--- config.mk ---
export PLATFORM = sky130hd
export DESIGN_NAME = pcf_clock_fanout
export DESIGN_NICKNAME = d
export VERILOG_FILES = /design/src/hdl/pcf_pkg.sv /design/src/hdl/pcf_clock_fanout.sv
export SDC_FILE = /design/constraint.sdc
export NUM_CORES = 1
export LEC_CHECK = 0
export ABC_AREA = 0
export BUFFER_PORTS_ARGS = -buffer_cell sky130_fd_sc_hd__buf_2
export CORE_ASPECT_RATIO = 1.5
export CORE_MARGIN = 2
export CORE_UTILIZATION = 48
export CTS_CLUSTER_DIAMETER = 150
export DETAILED_ROUTE_END_ITERATION = 10
export PLACE_DENSITY = 0.76
export SKIP_LAST_GASP = 1
export SLEW_MARGIN = 40
export SYNTH_ARGS = -nofsm -noshare
export SYNTH_HDL_FRONTEND = slang
export SYNTH_SLANG_ARGS = --single-unit
--- constraint.sdc ---
create_clock -name pclk -period 2.6 [get_ports pclk]
set_clock_uncertainty 0.1 [all_clocks]
set_input_delay 0.26 -clock pclk [delete_from_list [all_inputs] [get_ports pclk]]
set_output_delay 0.26 -clock pclk [all_outputs]
set_load 0.05 [all_outputs]
--- src/hdl/pcf_pkg.sv ---
// Package of constants for the clock fan-out test control block.
`default_nettype none

package pcf_pkg;

   // ---------------------------------------------------------------
   // Clock and timing
   // ---------------------------------------------------------------
   localparam int CLK_FREQ_KHZ      = 40000;
   // Longest time allowed to regain lock after the outputs come back.
   localparam int LOCK_TIME_US      = 10000;
   localparam int LOCK_TIMEOUT_CYC  = LOCK_TIME_US * (CLK_FREQ_KHZ / 1000);
   // Lowest reference frequency at which the lock flag is trusted.
   localparam int LOCK_REF_MIN_KHZ  = 10000;
   localparam int LOCK_REF_MAX_CYC  = CLK_FREQ_KHZ / LOCK_REF_MIN_KHZ;
   // Rising edges at most this many cycles apart count as aligned.
   localparam int PHASE_TOL_CYC     = 2;
   // Aligned edge pairs needed before lock is declared.
   localparam int LOCK_MATCHES      = 8;
   localparam int AGE_W             = 8;
   localparam int MATCH_W           = 4;

   // ---------------------------------------------------------------
   // Synchronised pin indices
   // ---------------------------------------------------------------
   localparam int PIN_N    = 5;
   localparam int PIN_REF0 = 0;
   localparam int PIN_REF1 = 1;
   localparam int PIN_FB   = 2;
   localparam int PIN_VCO  = 3;
   localparam int PIN_OE   = 4;

   // ---------------------------------------------------------------
   // APB register map
   // ---------------------------------------------------------------
   localparam int          ADDR_W       = 8;
   localparam logic [7:0]  OFS_CTRL     = 8'h00;
   localparam logic [7:0]  OFS_STATUS   = 8'h04;
   localparam logic [7:0]  OFS_IRQ_STAT = 8'h08;
   localparam logic [7:0]  OFS_IRQ_MASK = 8'h0c;

   // Control register fields.
   localparam int CTRL_PLL_EN  = 0;
   localparam int CTRL_FDIV    = 1;
   localparam int CTRL_REF_SEL = 2;
   localparam logic [2:0] CTRL_RESET = 3'h1;

   // Status register fields.
   localparam int STAT_LOCK    = 0;
   localparam int STAT_OE      = 1;
   localparam int STAT_HOLD    = 2;
   localparam int STAT_RELOCK  = 3;

   // Event bits, shared by the interrupt status and mask registers.
   localparam int EV_N         = 3;
   localparam int EV_LOCKED    = 0;
   localparam int EV_LOST      = 1;
   localparam int EV_TIMEOUT   = 2;

endpackage : pcf_pkg

`default_nettype wire

--- src/hdl/pcf_clock_fanout.sv ---
// Digital model of the PLL clock fan-out driver with APB control.
`timescale 1ns/1ps
`default_nettype none

module pcf_clock_fanout #(
   parameter int LOCK_TIMEOUT_CYC = pcf_pkg::LOCK_TIMEOUT_CYC,
   parameter int LOCK_REF_MAX_CYC = pcf_pkg::LOCK_REF_MAX_CYC,
   parameter int LOCK_MATCHES     = pcf_pkg::LOCK_MATCHES,
   parameter int PHASE_TOL_CYC    = pcf_pkg::PHASE_TOL_CYC
) (
   input  wire logic                       pclk,
   input  wire logic                       presetn,
   input  wire logic                       psel,
   input  wire logic                       penable,
   input  wire logic                       pwrite,
   input  wire logic [pcf_pkg::ADDR_W-1:0] paddr,
   input  wire logic [31:0]                pwdata,
   output logic      [31:0]                prdata,
   output logic                            pready,
   output logic                            pslverr,
   input  wire logic                       ref_clk_in,
   input  wire logic                       ref_clk_alt_in,
   input  wire logic                       fb_clk_in,
   input  wire logic                       vco_clk,
   input  wire logic                       oe_rst_n,
   output logic      [4:0]                 main_clk_out,
   output logic                            inv_clk_out,
   output logic                            double_rate_out,
   output logic                            half_rate_out,
   output logic                            clk_out_oe,
   output logic                            lock_out,
   output logic                            pump_up,
   output logic                            pump_down,
   output logic                            irq
);

   // ---------------------------------------------------------------
   // State
   // ---------------------------------------------------------------
   localparam int TW = $clog2(LOCK_TIMEOUT_CYC + 1);
   localparam logic [TW-1:0] TIMEOUT_LOAD = TW'(LOCK_TIMEOUT_CYC);
   localparam logic [pcf_pkg::AGE_W-1:0] AGE_MAX = '1;
   localparam logic [pcf_pkg::AGE_W-1:0] TOL = pcf_pkg::AGE_W'(PHASE_TOL_CYC);
   localparam logic [pcf_pkg::AGE_W-1:0] REF_MAX = pcf_pkg::AGE_W'(LOCK_REF_MAX_CYC);
   localparam logic [pcf_pkg::MATCH_W-1:0] MATCH_FULL = pcf_pkg::MATCH_W'(LOCK_MATCHES);

   typedef struct packed {
      logic [pcf_pkg::PIN_N-1:0]   sync_a;
      logic [pcf_pkg::PIN_N-1:0]   sync_b;
      logic [pcf_pkg::PIN_N-1:0]   prev;
      logic [2:0]                  ctrl;
      logic                        dist_clk;
      logic                        main_q;
      logic                        half_q;
      logic                        dbl_q;
      logic                        inv_q;
      logic                        hold;
      logic                        oe_q;
      logic                        up;
      logic                        down;
      logic [pcf_pkg::AGE_W-1:0]   ref_age;
      logic [pcf_pkg::AGE_W-1:0]   fb_age;
      logic                        ref_fast;
      logic [pcf_pkg::MATCH_W-1:0] match_cnt;
      logic                        locked;
      logic [TW-1:0]               relock_cnt;
      logic                        relock_run;
      logic [pcf_pkg::EV_N-1:0]    irq_stat;
      logic [pcf_pkg::EV_N-1:0]    irq_mask;
      logic                        irq_q;
      logic [31:0]                 rdata;
   } pcf_state_s;

   pcf_state_s st_reg;
   pcf_state_s st_next;

   // ---------------------------------------------------------------
   // Combinational helpers
   // ---------------------------------------------------------------
   logic                     pll_en;
   logic                     fdiv_one;
   logic                     ref_cur;
   logic                     ref_old;
   logic                     ref_rise;
   logic                     ref_fall;
   logic                     fb_rise;
   logic                     vco_rise;
   logic                     oe_now;
   logic                     dist_rise;
   logic                     aligned;
   logic                     mapped;
   logic                     wr_acc;
   logic                     rd_setup;
   logic [pcf_pkg::EV_N-1:0] ev;
   logic [31:0]              rd_val;

   assign pll_en   = st_reg.ctrl[pcf_pkg::CTRL_PLL_EN];
   assign fdiv_one = st_reg.ctrl[pcf_pkg::CTRL_FDIV];
   assign ref_cur  = st_reg.ctrl[pcf_pkg::CTRL_REF_SEL] ?
                     st_reg.sync_b[pcf_pkg::PIN_REF1] : st_reg.sync_b[pcf_pkg::PIN_REF0];
   assign ref_old  = st_reg.ctrl[pcf_pkg::CTRL_REF_SEL] ?
                     st_reg.prev[pcf_pkg::PIN_REF1] : st_reg.prev[pcf_pkg::PIN_REF0];
   assign ref_rise = ref_cur & ~ref_old;
   assign ref_fall = ~ref_cur & ref_old;
   assign fb_rise  = st_reg.sync_b[pcf_pkg::PIN_FB] & ~st_reg.prev[pcf_pkg::PIN_FB];
   assign vco_rise = st_reg.sync_b[pcf_pkg::PIN_VCO] & ~st_reg.prev[pcf_pkg::PIN_VCO];
   assign oe_now   = st_reg.sync_b[pcf_pkg::PIN_OE];

   assign mapped   = (paddr == pcf_pkg::OFS_CTRL) || (paddr == pcf_pkg::OFS_STATUS) ||
                     (paddr == pcf_pkg::OFS_IRQ_STAT) || (paddr == pcf_pkg::OFS_IRQ_MASK);
   assign wr_acc   = psel & penable & pwrite & mapped;
   assign rd_setup = psel & ~penable & ~pwrite;

   // ---------------------------------------------------------------
   // Read data selection
   // ---------------------------------------------------------------
   always_comb
   begin
      rd_val = 32'h0000_0000;
      case (paddr)
         pcf_pkg::OFS_CTRL:     rd_val[2:0] = st_reg.ctrl;
         pcf_pkg::OFS_STATUS:
         begin
            rd_val[pcf_pkg::STAT_LOCK]   = st_reg.locked;
            rd_val[pcf_pkg::STAT_OE]     = st_reg.oe_q;
            rd_val[pcf_pkg::STAT_HOLD]   = st_reg.hold;
            rd_val[pcf_pkg::STAT_RELOCK] = st_reg.relock_run;
         end
         pcf_pkg::OFS_IRQ_STAT: rd_val[pcf_pkg::EV_N-1:0] = st_reg.irq_stat;
         pcf_pkg::OFS_IRQ_MASK: rd_val[pcf_pkg::EV_N-1:0] = st_reg.irq_mask;
         default:               rd_val = 32'h0000_0000;
      endcase
   end

   // ---------------------------------------------------------------
   // Next state
   // ---------------------------------------------------------------
   always_comb
   begin
      st_next   = st_reg;
      ev        = '0;
      dist_rise = 1'b0;
      aligned   = 1'b0;

      // Two-stage synchronisers, then one stage of history for edges.
      // Only the second stage reads the first, so a metastable sample never reaches logic.
      st_next.sync_a = {oe_rst_n, vco_clk, fb_clk_in, ref_clk_alt_in, ref_clk_in};
      st_next.sync_b = st_reg.sync_a;
      st_next.prev   = st_reg.sync_b;
      st_next.oe_q   = oe_now;

      // Distribution clock source.
      if (!pll_en)
      begin
         st_next.dist_clk = ref_cur;
         st_next.dbl_q    = ~ref_cur;
      end
      else
      begin
         if (fdiv_one)
            st_next.dist_clk = st_reg.sync_b[pcf_pkg::PIN_VCO];
         else if (vco_rise)
            st_next.dist_clk = ~st_reg.dist_clk;
         st_next.dbl_q = st_next.dist_clk;
      end
      dist_rise = st_next.dist_clk & ~st_reg.dist_clk;

      // Output-enable/reset pin and bypass hold-off.
      if (!oe_now)
      begin
         st_next.main_q = 1'b0;
         st_next.half_q = 1'b0;
         st_next.hold   = 1'b1;
      end
      else
      begin
         // In bypass only a reference fall seen with the outputs enabled ends the hold.
         if (st_reg.hold && (pll_en || ref_fall))
            st_next.hold = 1'b0;
         if (!st_reg.hold && dist_rise)
         begin
            // Main is half the distribution rate, half-rate half of main,
            // which fixes every ratio whichever output is fed back.
            st_next.main_q = ~st_reg.main_q;
            if (!st_reg.main_q)
               st_next.half_q = ~st_reg.half_q;
         end
      end

      // The inverted output is registered so that it cannot glitch while gated.
      st_next.inv_q = st_next.oe_q & ~st_next.hold & ~st_next.main_q;

      // Edge ages for the phase detector and reference period check.
      st_next.ref_age = (st_reg.ref_age == AGE_MAX) ? AGE_MAX : st_reg.ref_age + 1'b1;
      st_next.fb_age  = (st_reg.fb_age == AGE_MAX) ? AGE_MAX : st_reg.fb_age + 1'b1;
      if (ref_rise)
      begin
         st_next.ref_age  = '0;
         st_next.ref_fast = (st_reg.ref_age < REF_MAX);
      end
      if (fb_rise)
         st_next.fb_age = '0;

      // The pump levels only show the correction direction; the oscillator input runs free.
      // Rising edges only, so the reference duty cycle does not matter.
      if (ref_rise && fb_rise)
      begin
         st_next.up   = 1'b0;
         st_next.down = 1'b0;
         aligned      = 1'b1;
      end
      else if (ref_rise)
      begin
         aligned      = (st_reg.fb_age < TOL);
         st_next.up   = ~st_reg.down;
         st_next.down = 1'b0;
      end
      else if (fb_rise)
      begin
         aligned      = (st_reg.ref_age < TOL);
         st_next.down = ~st_reg.up;
         st_next.up   = 1'b0;
      end
      if (!pll_en)
      begin
         st_next.up   = 1'b0;
         st_next.down = 1'b0;
      end

      // Lock detection.
      // Below the trusted reference rate the flag stays low even when the edges line up.
      if (!pll_en || !oe_now)
      begin
         st_next.match_cnt = '0;
         st_next.locked    = 1'b0;
      end
      else if (ref_rise || fb_rise)
      begin
         if (aligned)
         begin
            if (st_reg.match_cnt != MATCH_FULL)
               st_next.match_cnt = st_reg.match_cnt + 1'b1;
         end
         else if (ref_rise)
            st_next.match_cnt = '0;
      end
      if (pll_en && oe_now)
         st_next.locked = (st_next.match_cnt == MATCH_FULL) && st_next.ref_fast;
      if (st_next.locked && !st_reg.locked)
         ev[pcf_pkg::EV_LOCKED] = 1'b1;
      if (!st_next.locked && st_reg.locked)
         ev[pcf_pkg::EV_LOST] = 1'b1;

      // Relock timer armed when the outputs come back in PLL mode.
      // A timeout is reported once per return of the outputs; a later lock does not undo it.
      if (oe_now && !st_reg.oe_q && pll_en)
      begin
         st_next.relock_run = 1'b1;
         st_next.relock_cnt = TIMEOUT_LOAD;
      end
      else if (st_reg.relock_run)
      begin
         if (st_reg.locked || !pll_en || !oe_now)
            st_next.relock_run = 1'b0;
         else if (st_reg.relock_cnt == '0)
         begin
            st_next.relock_run       = 1'b0;
            ev[pcf_pkg::EV_TIMEOUT]  = 1'b1;
         end
         else
            st_next.relock_cnt = st_reg.relock_cnt - 1'b1;
      end

      // APB writes; a set in the same cycle beats a write-one clear.
      if (wr_acc)
      begin
         case (paddr)
            pcf_pkg::OFS_CTRL:     st_next.ctrl = pwdata[2:0];
            pcf_pkg::OFS_IRQ_STAT: st_next.irq_stat = st_reg.irq_stat &
                                                     ~pwdata[pcf_pkg::EV_N-1:0];
            pcf_pkg::OFS_IRQ_MASK: st_next.irq_mask = pwdata[pcf_pkg::EV_N-1:0];
            default:               st_next.ctrl = st_reg.ctrl;
         endcase
      end
      st_next.irq_stat = st_next.irq_stat | ev;
      st_next.irq_q    = |(st_next.irq_stat & st_next.irq_mask);

      // No wait states: read data is captured in the setup cycle and stands until the next read.
      if (rd_setup)
         st_next.rdata = rd_val;
   end

   // ---------------------------------------------------------------
   // Registers
   // ---------------------------------------------------------------
   always_ff @(posedge pclk or negedge presetn)
   begin
      if (!presetn)
      begin
         st_reg            <= '0;
         st_reg.ctrl       <= pcf_pkg::CTRL_RESET;
         st_reg.hold       <= 1'b1;
         st_reg.ref_age    <= '1;
         st_reg.fb_age     <= '1;
      end
      else
         st_reg <= st_next;
   end

   // ---------------------------------------------------------------
   // Outputs
   // ---------------------------------------------------------------
   // Disabled main, inverted and half-rate outputs sit low here, double_rate_out keeps running; clk_out_oe is the pad enable that tri-states them.
   assign prdata          = st_reg.rdata;
   assign pready          = 1'b1;
   assign pslverr         = psel & penable & ~mapped;
   assign main_clk_out    = {5{st_reg.main_q}};
   assign inv_clk_out     = st_reg.inv_q;
   assign double_rate_out = st_reg.dbl_q;
   assign half_rate_out   = st_reg.half_q;
   assign clk_out_oe      = st_reg.oe_q;
   assign lock_out        = st_reg.locked;
   assign pump_up         = st_reg.up;
   assign pump_down       = st_reg.down;
   assign irq             = st_reg.irq_q;

endmodule // pcf_clock_fanout

`default_nettype wire

==> summary.txt, run 1 <==
Global route
  • Grt met1 use: 17.8%
  • Vias in the first global route: 2730
  • First-pass GRT wire length: 12100 µm
  • Initial antenna violation count: 0
  • Total GRT Usage: 17.6%
  • Final global-route overflow total: 0
  • GR Util met2: 32.1%
  • Global route hottest layer: met2
  • Largest net degree at the start of global routing: 80
  • Global-route track usage on met3: 4.73%

Critical path
  • Worst R2R Setup Slack: 0.07 ns
  • Worst R2R End: irq
  • Crit path buffers/inverters: 2
  • CP Cell Sequence: nor4_2, buf_4, nand3_1, a2111o_1, nand3_1, nor4_4, buf_4, a22o_1, a221o_1
  • Nature of the critical path startpoint: flip-flop
  • Worst r2r src: st_reg[76]
  • Classification of the worst setup path: reg2reg
  • Slowest CP cell: a2111o_1
  • Worst EP required: 2.72 ns
  • Worst R2R Path Depth: 9
  • Delay of the slowest critical-path stage: 0.45 ns
  • Largest delay share family, worst path: compound AO/OA/AOI/OAI gates
  • CP Capture Type: flip-flop
  • Crit path from: st_reg[76]
  • Worst endpoint data arrival time: 2.65 ns
  • Crit Path Max Fanout: 4

Floorplanning
  • Die width: 77.7 µm
  • Die Ht: 115 µm
  • Top Ports: 97
  • Die area: 8900 µm²
  • Rows: 40
  • Initial core utilization: 49.2%
  • Core ar.: 7960 µm²

Yosys
  • Seq cells post-synth: 79
  • Synth top area cells: dfrtp_1 (39%), dfstp_2 (12%), buf_4 (7.3%)
  • Leading area contributor after synthesis: dfrtp_1
  • Top cell type's share of synthesized area: 39.0%
  • Mapped cell area: 3910 µm²
  • Library cells used by synthesis: 58
  • Main combinational cell family by area after synthesis: simple AND/OR/NAND/NOR gates
  • Post-synth EDFFs: 0
  • Avg Cell Area, Syn: 10.6 µm²
  • Synth Area in Adders: 1.60%
  • Post-synthesis compound-gate area fraction: 10.2%
  • Syn Inst Count: 368
  • Seq/Total Area, Yosys: 51.1%
  • Synth Area in XOR/XNOR: 5.15%
  • Post-synth ARST share: 100%
  • Synth Area in Simple Gates: 19.5%
  • Primary FF master, synth: dfrtp_1
  • Synth Warn #: 0
  • Multiplexer share of the synthesized area: 2.88%

STA
  • RSZ-0062 raised after global routing: yes
  • Tmin final: 2.53 ns
  • FMAX: 395 MHz
  • Final setup TNS: 0 ns
  • Slew Viols, Final: 0
  • Final Hold Vio Count: 0
  • Final Setup Violations: 0
  • Final Cycle Share: 97.5%
  • Hold slack: 0.0754 ns
  • Max-slew headroom: 53.8%
  • Worst Max-Slew Pin Slew: 0.693 ns

Final layout
  • Share of cells above drive strength 1: 25.9%
  • Most common cell after layout, fill and taps aside: dfrtp_1
  • Non-Filler Instances: 529
  • Area Growth Syn to Fin: 16.6%
  • Max FFs per register: 54
  • Final instance area: 4560 µm²
  • N_diodes: 0
  • Final Net Count: 474
  • Most frequent cells in the layout: dfrtp_1 (61), buf_2 (37), conb_1 (29)

Route
  • Router iterations before antenna repair: 4
  • Initial DRC Count: 187
  • Via Count: 2728
  • # DRC: 0
  • Final WL: 7410 µm
  • Routed length per instance: 14.0 µm
  • DR vias/cell: 5.16
  • Final ANT Viol Nets: 0

Clocking
  • Clock transition at the registers of the reported paths: 0.06 ns
  • Clk_lat worst skew: 0.34 ns
  • Max clock buf depth: 2
  • CTS tree: yes
  • CTS sink count: 79
  • # H-tree levels: 3
  • Root Driver: clkbuf_16
  • Total CTS buffers: 9

Placed design
  • Placed wire-length estimate: 5270 µm
  • Final GP Congestion: 0.815
  • Placed cell areas: 4140 µm²
  • Inst Count DP: 507
  • IO buf count: 38

Power and ir drop
  • Pleak: 2.07 nW
  • Maximum VDD drop: 625 µV
  • Pwr per Cell Area: 797 nW/µm²

Worst hold path
  • Hold Path Sink: pll_en
  • Hold path cells: 3
  • HP Class: in2reg
  • Hold Startpoint: pwdata[0]

Run
  • Maxcap violations: 0

Run status
  • Status: completed
==> logic make-up (layout without fill, tap and decap cells) <==
| logic type | count (synthesis) | count (layout) |
|---|---|---|
| multiplexers | 7 | 7 |
| XOR/XNOR | 23 | 23 |
| AO/OA/AOI/OAI | 55 | 55 |
| adder cells (fa/ha/maj) | 5 | 5 |
| other | 2 | 29 |
| flip-flops | 79 | 79 |
| AND/OR/NAND/NOR | 138 | 138 |
| buffers and inverters | 59 | 88 |
==> how the worst max path moves through the flow <==
stage	to	cells after the start	slack, ns
finish	irq	9	0.07
global placement	irq	8	0.07
CTS	irq	8	0.01
detailed placement	irq	8	0.04
floorplan	st_reg[52]	7	0.12
global route	irq	9	-0.04
==> final cells by class <==
cell class | count | area (µm²)
Clock buffer | 14 | 284
Clock inverter | 2 | 60.1
Fill cell | 663 | 3400
Inverter | 13 | 48.8
Multi-Input combinational cell | 257 | 1670
Sequential cell | 79 | 2000
Tap cell | 105 | 131
Timing Repair Buffer | 59 | 369
==> per-stage QoR <==
stage,worst slack [ns],util (%),total power (W)
2_1_floorplan,0.116,-,0.00205
3_3_place_gp,0.0676,52.0,0.00218
3_5_place_dp,0.0407,52.0,0.00221
4_1_cts,0.00952,57.1,0.00365
5_1_grt,-0.0364,57.3,0.00379
6_report,0.0658,57.3,0.00363
==> worst reg2reg max path: stages (launching register included) <==
cell	delay [ns]
dfstp_2	0.39
nor4_2	0.28
buf_4	0.17
nand3_1	0.11
a2111o_1	0.45
nand3_1	0.15
nor4_4	0.07
buf_4	0.14
a22o_1	0.24
a221o_1	0.30
==> report_power, final <==
| part | switching (W) | leakage (nW) | internal, W |
|---|---|---|---|
| Clock | 0.000472 | 0.169 | 0.000946 |
| Sequential | 0.000124 | 0.944 | 0.00139 |
| Combinational | 0.000432 | 0.960 | 0.000268 |
==> synth_stat cells, drive strengths merged, types with 3 or more instances <==
cell type,count
nor3b,5
and3,7
or4,4
a21oi,17
nand2b,4
a31oi,4
ha,5
nor4,12
buf,39
or3,3
nor3,15
mux4,3
inv,13
xnor2,17
nor2b,3
and2,4
mux2,4
clkbuf,7
a21o,3
a22o,4
or2,4
dfstp,18
nor2,27
dfrtp,61
nand3,17
xor2,6
nand2,26
o21ai,9
==> timing repair <==
action,in CTS,in global routing
resized for setup,0,3
endpoints found under the hold margin,66,0
hold buffers,6,0
endpoints found under the setup margin,0,2
setup buffers,0,0
==> routing by layer <==
metal | share of wire, % | wire, µm
met2 | 55 | 4110
met1 | 38 | 2850
met5 | 0 | 0
met4 | 2.7 | 202
met3 | 3.4 | 252
(Power assumes the default switching activity.)
==> inputs of run 2 (changes only) <==
Settings changed: CORE_MARGIN 2 to unset.
Clock period 2.6 ns to 2.2 ns, I/O delays scaled along.
==> run 2 against run 1 <==
Effect of this change: final cell count rose by 9.5%; via count rose by 8.6%; the run now ends with setup timing left; worst setup slack got worse by 0.31 ns; sequential share of layout area fell by 3.7 points; design area rose by 9.4%; power rose by 16%; global-route usage rose by 3.4 points.
==> summary.txt, run 2 (same netlist as run 1, synthesis figures left out) <==
Route
  • # DRC: 0
  • Initial DRC Count: 122
  • Final WL: 8100 µm
  • Routed length per instance: 14.0 µm
  • Final ANT Viol Nets: 0
  • DR vias/cell: 5.12
  • Router iterations before antenna repair: 4
  • Via Count: 2962

Global route
  • Total GRT Usage: 21.0%
  • Vias in the first global route: 3015
  • First-pass GRT wire length: 13200 µm
  • Largest net degree at the start of global routing: 48
  • Final global-route overflow total: 0
  • Initial antenna violation count: 0

STA
  • RSZ-0062 raised after global routing: yes
  • Tmin final: 2.44 ns
  • Final Setup Violations: 19
  • Final Hold Vio Count: 0
  • Slew Viols, Final: 0
  • PnR worst setup slack: -0.245 ns
  • Final Cycle Share: 111%
  • FMAX: 409 MHz

Critical path
  • Crit Path Max Fanout: 4
  • Delay of the slowest critical-path stage: 0.58 ns
  • Classification of the worst setup path: reg2reg
  • Slowest CP cell: or4_4
  • Top cell by count, worst path: or4_4
  • Worst EP required: 2.32 ns
  • CP Capture Type: flip-flop
  • Nature of the critical path startpoint: flip-flop
  • CP Cell Sequence: or4_4, or4_4, o31ai_4, or3_4, nor3_2, xnor2_1, nand2_1
  • Worst endpoint data arrival time: 2.57 ns

Final layout
  • Sequential cell area: 2000 µm²
  • N_diodes: 0
  • Most common cell after layout, fill and taps aside: buf_4
  • Final Net Count: 524
  • Max FFs per register: 54
  • Most frequent cells in the layout: buf_4 (63), dfrtp_1 (60), buf_2 (37)
  • Share of cells above drive strength 1: 38.0%
  • Fill cells: 616
  • Multi-input logic area: 1770 µm²
  • Non-Filler Instances: 579
  • Area Growth Syn to Fin: 27.5%
  • Final instance area: 4990 µm²

Power and ir drop
  • Pleak: 2.33 nW
  • Maximum VDD drop: 671 µV
  • Pwr per Cell Area: 846 nW/µm²

Run status
  • Failing checks: setup timing
  • Status: finished with violations

Floorplanning
  • Die Ht: 113 µm
  • Initial core utilization: 49.2%
  • Top Ports: 97
  • Die width: 75.7 µm
  • Die area: 8520 µm²
  • Core ar.: 7960 µm²
  • Rows: 40

Clocking
  • CTS sink count: 79
  • Max clock buf depth: 2
  • Root Driver: clkbuf_16
  • Clk_lat worst skew: 0.34 ns
  • CTS tree: yes
  • Total CTS buffers: 9
  • Clock transition at the registers of the reported paths: 0.06 ns
  • # H-tree levels: 3

Placed design
  • Placed wire-length estimate: 5920 µm
  • Final GP Congestion: 0.809
  • Placed cell areas: 4490 µm²
  • IO buf count: 38
  • Inst Count DP: 551

Worst hold path
  • HP Class: in2reg

Run
  • Maxcap violations: 0
[run 2: changes by cell type in the layout (fill, tap and decap cells not counted), moves of 3 or more]
cell     delta
buf_4      +48
nor3b_1     -3
nor3b_2     +3
nor2_1      -3
nor2_2      +3
[run 2: worst paths after layout]
| check | from | depth (start not counted) | slack, ns | endpoint |
|---|---|---|---|---|
| hold / removal | pwdata[2] | 2 | 0.05 | st_reg[92] |
| setup / recovery | st_reg[51] | 7 | -0.24 | st_reg[52] |
| min in group asynchronous | presetn | 2 | 0.27 | st_next[100] |
| setup reg to reg | st_reg[51] | 7 | -0.24 | st_reg[52] |
| hold reg to reg | st_next[100] | 0 | 0.25 | st_next[95] |
| max in group asynchronous | presetn | 3 | 1.08 | st_reg[68] |
[run 2: timing repair]
| action | 4_1_cts | 5_1_grt |
|---|---|---|
| hold buffers | 6 | 0 |
| buffers inserted | 1 | 5 |
| endpoints found under the hold margin | 22 | 0 |
| setup endpoints to repair | 22 | 23 |
| resized for setup | 6 | 21 |
| pin swaps | 10 | 24 |
[run 2: layer usage]
layer  up-vias  track usage (%)  share of wire (%)
li1       1433                -                  -
met5         -                0                  0
met3        18             4.13                2.4
met1      1469             21.7                 37
met2        42             37.7                 57
met4         0             12.0                3.0
[run 2: power breakdown]
group	total, W	internal (W)	switching [W]
registers	0.00177	0.00165	0.000118
logic	0.00108	0.000480	0.000599
clock network	0.00138	0.000822	0.000554
[run 2: final cells by class]
class	instances	share of cell area, %
multi-input combinational	257	35.5
clock buffer	13	5.22
inverter	13	0.978
sequential	79	40.1
tap	105	2.63
timing repair buffer	109	15.2
clock inverter	3	0.351
[run 2: worst max-delay path: cells and delay by family (launching register included)]
family                    cells  cell delay, ns
AOI/OAI and AO/OA             1            0.26
DFF                           1            0.37
xor gates and xnor gates      1            0.13
and+or+nand+nor               5            1.47
[run 2: through the flow]
stage / setup WS [ns] / hold WS [ns] / setup TNS [ns] / total power [W] / utilization (%)
floorplan: -0.283 / -0.176 / -3.58 / 0.00244 / -
global placement: -0.220 / 0.0891 / -3.14 / 0.00275 / 56.5
detailed placement: -0.283 / 0.0949 / -3.78 / 0.00278 / 56.5
CTS: -0.249 / 0.0467 / -3.80 / 0.00422 / 61.1
global route: -0.339 / 0.0429 / -5.22 / 0.00443 / 62.7
finish: -0.245 / 0.0544 / -3.75 / 0.00422 / 62.7
==> inputs of run 3 (changes only) <==
Settings changed: CELL_PAD_IN_SITES_DETAIL_PLACEMENT set to 0, CELL_PAD_IN_SITES_GLOBAL_PLACEMENT set to 1, CORE_UTILIZATION 48 to 37, PLACE_DENSITY 0.76 to unset, PLACE_DENSITY_LB_ADDON set to 0.1.
==> run 3 against run 2 <==
Effect of this change: the flow still finishes with violations (setup timing); power rose by 13%; critical endpoint is now st_reg[56]; global-route usage fell by 4.6 points; combinational power barely moved; flip-flop and latch count did not move; hold slack got worse by 0.0070 ns; design area rose by 3.4%; die area rose by 29%.
==> summary.txt, run 3 (same netlist as run 1, synthesis figures left out) <==
Critical path
  • Largest delay share family, worst path: simple AND/OR/NAND/NOR gates
  • Worst R2R Setup Slack: -0.24 ns
  • Crit path buffers/inverters: 0
  • Worst endpoint data arrival time: 2.56 ns
  • Nature of the critical path startpoint: flip-flop
  • Crit Path Max Fanout: 5
  • Classification of the worst setup path: reg2reg
  • CP Capture Type: flip-flop
  • Slowest CP cell: or4_4
  • CP Cell Sequence: or4_4, or4_4, or3_4, nor4_4, xnor2_1, nor2_1
  • Worst EP required: 2.32 ns
  • Delay of the slowest critical-path stage: 0.54 ns
  • Top cell by count, worst path: or4_4

Clocking
  • Root Driver: clkbuf_16
  • CTS tree: yes
  • Total CTS buffers: 9
  • Max clock buf depth: 2
  • CTS sink count: 79
  • Clk_lat worst skew: 0.33 ns
  • Clock transition at the registers of the reported paths: 0.06 ns
  • # H-tree levels: 3

Global route
  • Final global-route overflow total: 0
  • Largest net degree at the start of global routing: 59
  • First-pass GRT wire length: 13900 µm
  • Vias in the first global route: 2955
  • Initial antenna violation count: 0
  • Total GRT Usage: 16.4%

Floorplanning
  • Die width: 86.0 µm
  • Top Ports: 97
  • Core ar.: 10200 µm²
  • Die area: 11000 µm²
  • Die Ht: 128 µm
  • Initial core utilization: 38.4%
  • Rows: 45

Final layout
  • Share of cells above drive strength 1: 37.6%
  • N_diodes: 0
  • Most frequent cells in the layout: buf_4 (67), dfrtp_1 (61), buf_2 (37)
  • Max FFs per register: 54
  • Most common cell after layout, fill and taps aside: buf_4
  • Area Growth Syn to Fin: 31.9%
  • Non-Filler Instances: 620
  • Final Net Count: 529

STA
  • Final Setup Violations: 20
  • RSZ-0062 raised after global routing: yes
  • Hold slack: 0.0474 ns
  • Max-slew headroom: 64.1%
  • Final setup TNS: -3.41 ns
  • Slew Viols, Final: 0
  • Tmin final: 2.44 ns
  • FMAX: 410 MHz
  • Final Cycle Share: 111%
  • Final Hold Vio Count: 0
  • Worst Max-Slew Pin Slew: 0.538 ns
  • PnR worst setup slack: -0.240 ns

Route
  • Initial DRC Count: 153
  • # DRC: 0
  • Final WL: 8500 µm
  • Via Count: 2934
  • DR vias/cell: 4.73
  • Routed length per instance: 13.7 µm
  • Final ANT Viol Nets: 0
  • Router iterations before antenna repair: 4

Run status
  • Status: finished with violations
  • Failing checks: setup timing

Power and ir drop
  • Maximum VDD drop: 500 µV
  • Pleak: 2.40 nW
  • Pwr per Cell Area: 928 nW/µm²
  • Final Power: 0.00479 W

Placed design
  • IO buf count: 38
  • Inst Count DP: 593
  • Placed wire-length estimate: 6250 µm
  • Pre-CTS setup slack: -0.282 ns
  • Final GP Congestion: 0.770

Worst hold path
  • HP Class: in2reg

Run
  • Maxcap violations: 0
-- run 3: worst paths after layout --
| path | startpoint | endpoint | cells past startpoint |
|---|---|---|---|
| worst max-delay path | st_reg[45] | st_reg[56] | 6 |
| worst min-delay path | pwdata[0] | pll_en | 3 |
| worst max register to register | st_reg[45] | st_reg[56] | 6 |
| worst min register to register | st_next[99] | st_next[94] | 0 |
| max in group asynchronous | presetn | st_reg[58] | 3 |
| min in group asynchronous | presetn | inv_clk_out | 2 |
-- run 3: per-stage QoR --
stage / area (µm²) / util (%)
2_1_floorplan: 4030 / -
3_3_place_gp: 4570 / 44.8
3_5_place_dp: 4570 / 44.8
4_1_cts: 5110 / 50.1
5_1_grt: 5160 / 50.6
6_report: 5160 / 50.6
-- run 3: what timing repair did --
action / in CTS / in global routing
gates resized for setup: 15 / 7
setup buffers: 2 / 4
hold endpoints to repair: 42 / 0
hold buffers: 6 / 0
pin swaps: 12 / 14
setup endpoints to repair: 21 / 23
-- run 3: power by group --
group / switching, W / internal [W] / total (W)
registers: 0.000112 / 0.00165 / 0.00176
clock network: 0.000595 / 0.00134 / 0.00194
logic: 0.000603 / 0.000487 / 0.00109
-- run 3: worst min-delay path: stages --
cell,delay (ns)
buf_2,0.12
nand2_1,0.05
o21ai_0,0.08
-- run 3: layout make-up --
| type | instances | area [µm²] |
|---|---|---|
| repair buffers | 114 | 793 |
| clock inverters | 7 | 168 |
| inverters | 13 | 48.8 |
| multi-input cells | 257 | 1750 |
| clock buffers | 9 | 225 |
| well taps | 141 | 176 |
| fillers | 969 | 5030 |
| flip-flops and latches | 79 | 2000 |
-- run 3: metal layers --
layer / vias up / routed length (µm) / global-route usage [%]
li1: 1437 / - / -
met1: 1462 / 3410 / 18.2
met2: 24 / 4720 / 29.8
met3: 11 / 230 / 3.35
met4: 0 / 139 / 7.06
met5: - / 0 / 0
